### src/rtl/ser_pkg.sv
// Purpose: Shared constants and types for the 8:1 parallel to serial converter
// Assumes: One ref_clk edge stands for one edge of the converter clock, rising and falling
//   edges alternating, so one converter clock cycle is two ref_clk cycles
// Notes: Tick positions count ref_clk edges inside one word frame
// What this block does
// - Each latched 8-bit word leaves one bit at a time on the serial output.
// - Rate select picks serial rate of one or two bits per clock cycle.
// - Rate low: a latched word's first bit appears on falling edge of cycle 7.
// - Rate low: framing clock changes only on falling clock edges.
// - Rate high: a latched word's first bit appears on rising edge of cycle 14.
// - Rate high: framing clock changes only on rising clock edges.
// - Restart clears hold, shift, output and suspend flip-flops and presets clock phase and frame position.
// - Restart release is synchronous, so no shortened serial bit appears.
// - Rate low: after release and a falling edge, next rising edge latches.
// - Rate high: after release and a falling edge, second rising edge latches.
// - Suspend raised, then a falling edge, freezes all activity.
// - Suspend dropped, then a falling edge, resumes from the frozen state.
// - Suspend is sampled synchronously, so no runt pulse reaches any output.
// - A framing clock output marks word boundaries in the serial stream.
package ser_pkg;
  localparam int WORD_W = 8;
  localparam int HOLD_DEPTH = 4;
  // Ticks per word frame: 8 bits at one bit per clock cycle or two per cycle
  localparam logic [3:0] LOW_POS_MAX = 4'hf;
  localparam logic [3:0] HIGH_POS_MAX = 4'h7;
  localparam int LOW_FRAME_TICKS = 16;
  localparam int HIGH_FRAME_TICKS = 8;
  // Clock cycles from latch to first serial bit
  localparam int LOW_FIRST_CYC = 7;
  localparam int HIGH_FIRST_CYC = 14;
  // Same latency in ticks: falling edge of cycle 7, rising edge of cycle 14
  localparam int LOW_DELAY = 2 * LOW_FIRST_CYC + 1;
  localparam int HIGH_DELAY = 2 * HIGH_FIRST_CYC;
  localparam logic [3:0] LOW_LOAD_POS = 4'(LOW_DELAY % LOW_FRAME_TICKS);
  localparam logic [1:0] LOW_LOAD_STAGE = 2'(LOW_DELAY / LOW_FRAME_TICKS);
  localparam logic [3:0] HIGH_LOAD_POS = 4'(HIGH_DELAY % HIGH_FRAME_TICKS);
  localparam logic [1:0] HIGH_LOAD_STAGE = 2'(HIGH_DELAY / HIGH_FRAME_TICKS);
  // Framing clock toggle positions
  localparam logic [3:0] LOW_FRAME_A = 4'h7;
  localparam logic [3:0] LOW_FRAME_B = 4'hf;
  localparam logic [3:0] HIGH_FRAME_A = 4'h0;
  localparam logic [3:0] HIGH_FRAME_B = 4'h4;
  // Position held in restart so the latch lands on the first or second rising edge
  localparam logic [3:0] LOW_RESTART_POS = 4'he;
  localparam logic [3:0] HIGH_RESTART_POS = 4'h4;
  localparam logic [3:0] LATCH_POS = 4'h0;
  // Reset values
  localparam logic PHASE_RST = 1'b1;
  localparam logic FROZEN_RST = 1'b0;

  typedef logic [WORD_W-1:0] word_t;

  typedef struct packed {
    logic frame_clk;
    logic serial_out;
  } ser_out_s;
endpackage

### src/rtl/parallel_to_serial_8to1.sv
// Purpose: 8:1 parallel to serial converter with word framing clock, rate select,
//   restart and clock suspend
// Assumes: All inputs synchronous to ref_clk; ref_clk edges alternate as rising and
//   falling edges of the converter clock
// Notes: Restart acts at the next ref_clk edge, the closest a synchronous design gets
`timescale 1ns/1ps
module parallel_to_serial_8to1 (
  input wire logic ref_clk, // 50 MHz clock
  input wire logic rst, // Synchronous reset, active high
  input wire logic restart, // Restart, active high
  input wire logic rate_select, // 1: two bits per clock cycle
  input wire logic clock_suspend, // 1: freeze activity
  input wire ser_pkg::word_t parallel_in, // Parallel word from upstream
  output ser_pkg::ser_out_s ser_o // Serial bit and framing clock
);
  logic phase_ff; // 1: coming edge is a falling edge
  logic frozen_ff;
  logic [3:0] pos_ff;
  ser_pkg::word_t hold_ff [ser_pkg::HOLD_DEPTH];
  logic [ser_pkg::WORD_W-2:0] shift_ff;
  ser_pkg::ser_out_s ser_ff;

  logic nxt_phase;
  logic nxt_frozen;
  logic [3:0] nxt_pos;
  ser_pkg::word_t nxt_hold [ser_pkg::HOLD_DEPTH];
  logic [ser_pkg::WORD_W-2:0] nxt_shift;
  ser_pkg::ser_out_s nxt_ser;

  logic clr;
  logic run;
  logic [3:0] pos_max;
  logic [3:0] pos_inc;
  logic tick_fall;
  logic latch_now;
  logic slot;
  logic load_now;
  logic [1:0] load_stage;
  logic frame_tog;

  // Tick decode: which edge comes next and what happens on it
  always_comb begin
    clr = rst | restart;
    run = ~clr & ~frozen_ff;
    pos_max = rate_select ? ser_pkg::HIGH_POS_MAX : ser_pkg::LOW_POS_MAX;
    pos_inc = (pos_ff + 4'h1) & pos_max;
    tick_fall = pos_inc[0];
    latch_now = run & (pos_inc == ser_pkg::LATCH_POS);
    slot = run & (rate_select | tick_fall);
    load_now = slot & (pos_inc == (rate_select ? ser_pkg::HIGH_LOAD_POS
                                               : ser_pkg::LOW_LOAD_POS));
    load_stage = rate_select ? ser_pkg::HIGH_LOAD_STAGE : ser_pkg::LOW_LOAD_STAGE;
    if (rate_select) begin
      frame_tog = run & ((pos_inc == ser_pkg::HIGH_FRAME_A) |
                         (pos_inc == ser_pkg::HIGH_FRAME_B));
    end else begin
      frame_tog = run & ((pos_inc == ser_pkg::LOW_FRAME_A) |
                         (pos_inc == ser_pkg::LOW_FRAME_B));
    end
  end

  // Phase, suspend and frame position
  always_comb begin
    nxt_phase = clr ? ser_pkg::PHASE_RST : ~phase_ff;
    nxt_frozen = frozen_ff;
    if (clr) begin
      nxt_frozen = ser_pkg::FROZEN_RST;
    end else if (phase_ff) begin
      nxt_frozen = clock_suspend;
    end
    if (clr) begin
      // Release is taken on the clock so the first bit is full width
      nxt_pos = rate_select ? ser_pkg::HIGH_RESTART_POS
                            : ser_pkg::LOW_RESTART_POS;
    end else if (run) begin
      nxt_pos = pos_inc;
    end else begin
      nxt_pos = pos_ff;
    end
  end

  always_ff @(posedge ref_clk) begin
    phase_ff <= nxt_phase;
    frozen_ff <= nxt_frozen;
    pos_ff <= nxt_pos;
  end

  // Word hold pipeline, shifter and output selection
  always_comb begin
    for (int i = 0; i < ser_pkg::HOLD_DEPTH; i++) begin
      nxt_hold[i] = hold_ff[i];
    end
    nxt_shift = shift_ff;
    nxt_ser = ser_ff;
    if (clr) begin
      for (int i = 0; i < ser_pkg::HOLD_DEPTH; i++) begin
        nxt_hold[i] = '0;
      end
      nxt_shift = '0;
      nxt_ser = '0;
    end else begin
      if (latch_now) begin
        for (int i = ser_pkg::HOLD_DEPTH - 1; i > 0; i--) begin
          nxt_hold[i] = hold_ff[i-1];
        end
        nxt_hold[0] = parallel_in;
      end
      if (load_now) begin
        nxt_ser.serial_out = hold_ff[load_stage][0];
        nxt_shift = hold_ff[load_stage][ser_pkg::WORD_W-1:1];
      end else if (slot) begin
        nxt_ser.serial_out = shift_ff[0];
        nxt_shift = {1'b0, shift_ff[ser_pkg::WORD_W-2:1]};
      end
      if (frame_tog) begin
        nxt_ser.frame_clk = ~ser_ff.frame_clk;
      end
    end
  end

  always_ff @(posedge ref_clk) begin
    hold_ff <= nxt_hold;
    shift_ff <= nxt_shift;
    ser_ff <= nxt_ser;
  end

  assign ser_o = ser_ff;

  // Checking helpers: count cycles of steady running
  logic [5:0] quiet_ff;
  logic [5:0] nxt_quiet;
  logic rate_q_ff;
  logic nxt_rate_q;

  always_comb begin
    nxt_rate_q = rst ? 1'b0 : rate_select;
    nxt_quiet = quiet_ff;
    if (rst | restart | frozen_ff | (rate_select != rate_q_ff)) begin
      nxt_quiet = '0;
    end else if (quiet_ff != 6'h3f) begin
      nxt_quiet = quiet_ff + 6'h01;
    end
  end

  always_ff @(posedge ref_clk) begin
    quiet_ff <= nxt_quiet;
    rate_q_ff <= nxt_rate_q;
  end
endmodule // parallel_to_serial_8to1

### config.mk
export PLATFORM = sky130hd
export DESIGN_NAME = parallel_to_serial_8to1
export DESIGN_NICKNAME = d
export VERILOG_FILES = /design/src/rtl/ser_pkg.sv /design/src/rtl/parallel_to_serial_8to1.sv
export SDC_FILE = /design/constraint.sdc
export NUM_CORES = 1
export LEC_CHECK = 0
export ABC_CLOCK_PERIOD_IN_PS = 4220
export BUFFER_PORTS_ARGS = -buffer_cell sky130_fd_sc_hd__buf_2
export CAP_MARGIN = 20
export CORE_MARGIN = 3
export CORE_UTILIZATION = 50
export DETAILED_ROUTE_END_ITERATION = 7
export PLACE_DENSITY = 0.7
export SETUP_SLACK_MARGIN = 0.1
export SYNTH_ARGS = -nofsm -noshare
export SYNTH_HDL_FRONTEND = slang
export SYNTH_SLANG_ARGS = --single-unit
### constraint.sdc
create_clock -name ref_clk -period 4.22 [get_ports ref_clk]
set_input_delay 0.211 -clock ref_clk [delete_from_list [all_inputs] [get_ports ref_clk]]
set_output_delay 0.211 -clock ref_clk [all_outputs]
set_load 0.01 [all_outputs]
==> flow_metrics.env <==
export IMPL_cts_resized=0
export IMPL_die_area_mm2=0.00496
export IMPL_muxShareOfSynthArea=0.192
export IMPL_wl_per_cell_um=12.3
export IMPL_synth_seq_cells=47
export IMPL_ys_top_cells_by_count="nand2_1, dfxtp_1, mux2i_1"
export IMPL_timing_final_ws_setup_ns=2.14
export IMPL_start_util=0.542
export IMPL_setup_viol=0
export IMPL_final_hold_viol_count=0
export IMPL_fill_cells=347
export IMPL_clk_latency_ns=0.30
export IMPL_synth_most_common_cell="nand2_1"
export IMPL_final_nets=238
export IMPL_total_power_uw=837
export IMPL_tns_ns=0
export IMPL_fin_crit_sh=0.492
export IMPL_synth_edf_count=4
export IMPL_synth_top_family_by_area="multiplexers"
export IMPL_dp_hpwl_um=2260
export IMPL_port_buffers=14
export IMPL_synth_largest_area_cell="dfxtp_1"
export IMPL_root_buffer="clkbuf_8"
export IMPL_die_h_um=70.4
export IMPL_async_flop_share=0
export IMPL_cts_buffer_depth=2
export IMPL_drv_cap=0
export IMPL_synth_simple_area_share=0.160
export IMPL_first_global_vias=1399
export IMPL_synthesis_nets=227
export IMPL_slew_violations=0
export IMPL_core_area_mm2=0.00383
export IMPL_outcome="complete, no violations"
export IMPL_gp_congestion=0.744
export IMPL_p_leak_uw=0.00104
export IMPL_clock_fmax_mhz=482
export IMPL_worstPathRequired_ns=4.40
export IMPL_skew_ns=0.00744
export IMPL_setup_worst_path_end_class="flop"
export IMPL_grt_pass1_wl_um=6050
export IMPL_wirelength_um=3340
export IMPL_seq_area_frac_synth=0.473
export IMPL_synthToLayoutAreaGrowth_pct=7.85
export IMPL_power_density_mw_per_mm2=374
export IMPL_hold_buffers=0
export IMPL_synth_top_area_share=0.415
export IMPL_cts_max_level=2
export IMPL_tightest_slew_ns=0.523
export IMPL_synth_compound_area_frac=0.0833
export IMPL_post_cts_setup_buffers=0
export IMPL_slew_headroom=0.643
export IMPL_rows=22
export IMPL_clock_sinks=47
export IMPL_grt_max_degree=40
export IMPL_crit_arrival_ns=2.25
export IMPL_n_antenna_cell=0
export IMPL_io_pins=15
export IMPL_rsz0062_at_grt="no"
export IMPL_grt_usage=0.150
export IMPL_drive_above_1_share=0.143
export IMPL_grt_overflow=0
export IMPL_cts_made_buffers=5
export IMPL_num_vias=1415
export IMPL_ys_flop_type="dfxtp_1"
export IMPL_slowest_stage="a2111oi_0"
export IMPL_cp_max_fo=7
export IMPL_crit_type="flop to flop"
export IMPL_crit_chain="ha_1 -> xor2_1 -> nand3_1 -> a2111oi_0 -> o31ai_1"
export IMPL_synthXorXnorAreaFrac=0.0127
export IMPL_start_kind="flop"
export IMPL_hp_class="primary input to flop"
export IMPL_peakVddDrop_v=0.000278
export IMPL_yosys_top_cells_area="dfxtp_1, mux2i_1, nand2_1"
export IMPL_ys_types=32
export IMPL_cts_tree="done"
export IMPL_period_minus_slack_ns=2.08
export IMPL_postSynthCellCount=211
export IMPL_die_width_um=70.4
export IMPL_yosys_warnings=0
export IMPL_via_per_inst=5.22
export IMPL_antenna_found_initial=0
export IMPL_pre_cts_slack_ns=2.15
export IMPL_syn_area_per_cell_um2=9.83
export IMPL_synthAdderAreaFrac=0.0181
export IMPL_critPathMaxStageDelay_ns=0.58
export IMPL_ant_nets=0
export IMPL_remaining_drc_errors=0
export IMPL_firstDrtPassIters=4
export IMPL_drt_iter0_markers=36
export IMPL_synth_area_mm2=0.00207
export IMPL_clk_pin_slew_ns=0.08
worst max-delay path, delay by kind of cell, from the launching register on:
family | cells | cell delay, ns
xor+xnor | 1 | 0.24
fa+ha+maj | 1 | 0.29
flops | 1 | 0.47
simple gates | 1 | 0.27
compound gates | 2 | 0.68
flip-flops by register name (all words and copies together), names as in the netlist:
signal and cells:
pos_ff 4, ser_o 2, shift_ff 7, hold_ff 32
frozen_ff 1, phase_ff 1
layout by cell type (no fill, tap or decap), drive strengths merged, types with 2 or more instances in the layout:
| cell type | n |
|---|---|
| xnor2 | 2 |
| o31ai | 5 |
| buf | 16 |
| and3 | 2 |
| edfxtp | 4 |
| a211oi | 2 |
| mux2i | 36 |
| nor2b | 7 |
| mux2 | 3 |
| inv | 11 |
| nor4 | 2 |
| nor3 | 3 |
| a2111oi | 5 |
| o21ai | 5 |
| nand2 | 45 |
| ha | 3 |
| a21oi | 8 |
| or2 | 2 |
| nor2 | 6 |
| dfxtp | 43 |
| clkbuf | 8 |
power by group:
part / internal [µW] / switching, µW
combinational: 30.6 / 48.2
sequential: 459 / 6.59
clock: 150 / 143
total: 639 / 198
layer usage:
layer  global-route usage  routed length (µm)
met1                0.185                1680
met2                0.248                1490
met3               0.0432                 115
met4               0.0511                  50
met5                    0                   0
stage by stage:
| step | area, µm² | cells | util | hold slack (ns) |
|---|---|---|---|---|
| global route | 2240 | 271 | 0.584 | 0.139 |
| detailed placement | 2140 | 263 | 0.558 | 0.386 |
| CTS | 2240 | 271 | 0.584 | 0.137 |
| finish | 2240 | 271 | 0.584 | 0.140 |
| global placement | 2140 | 263 | 0.558 | 0.380 |
| floorplan | 2070 | 211 | - | 0.343 |
path summary, 6_finish.rpt:
path | from | to | slack [ns] | cells past startpoint
worst max-delay path | pos_ff[0]$_SDFFCE_PP0P_ | ser_o[0]$_SDFFE_PP0P_ | 2.14 | 5
worst min-delay path | parallel_in[7] | hold_ff[31]$_SDFFE_PP0P_ | 0.14 | 3
worst max register to register | pos_ff[0]$_SDFFCE_PP0P_ | ser_o[0]$_SDFFE_PP0P_ | 2.14 | 5
worst min register to register | phase_ff$_SDFF_PP1_ | phase_ff$_SDFF_PP1_ | 0.40 | 1
logic make-up (layout without fill, tap and decap cells):
group	after synthesis	after routing
AO/OA/AOI/OAI	25	25
XOR/XNOR	3	3
adder cells (fa/ha/maj)	3	3
buffers and inverters	23	35
flip-flops	47	47
multiplexers	39	39
AND/OR/NAND/NOR	71	71
area by class of cell:
cell class              instances  area (µm²)  area share
clock buffers                   8         100      0.0448
well taps                      48        60.1      0.0269
inverters                      11        41.3      0.0185
multi-input cells             141         968       0.433
flip-flops and latches         47         981       0.439
repair buffers                 16        85.1      0.0381
(Power assumes the default switching activity.)
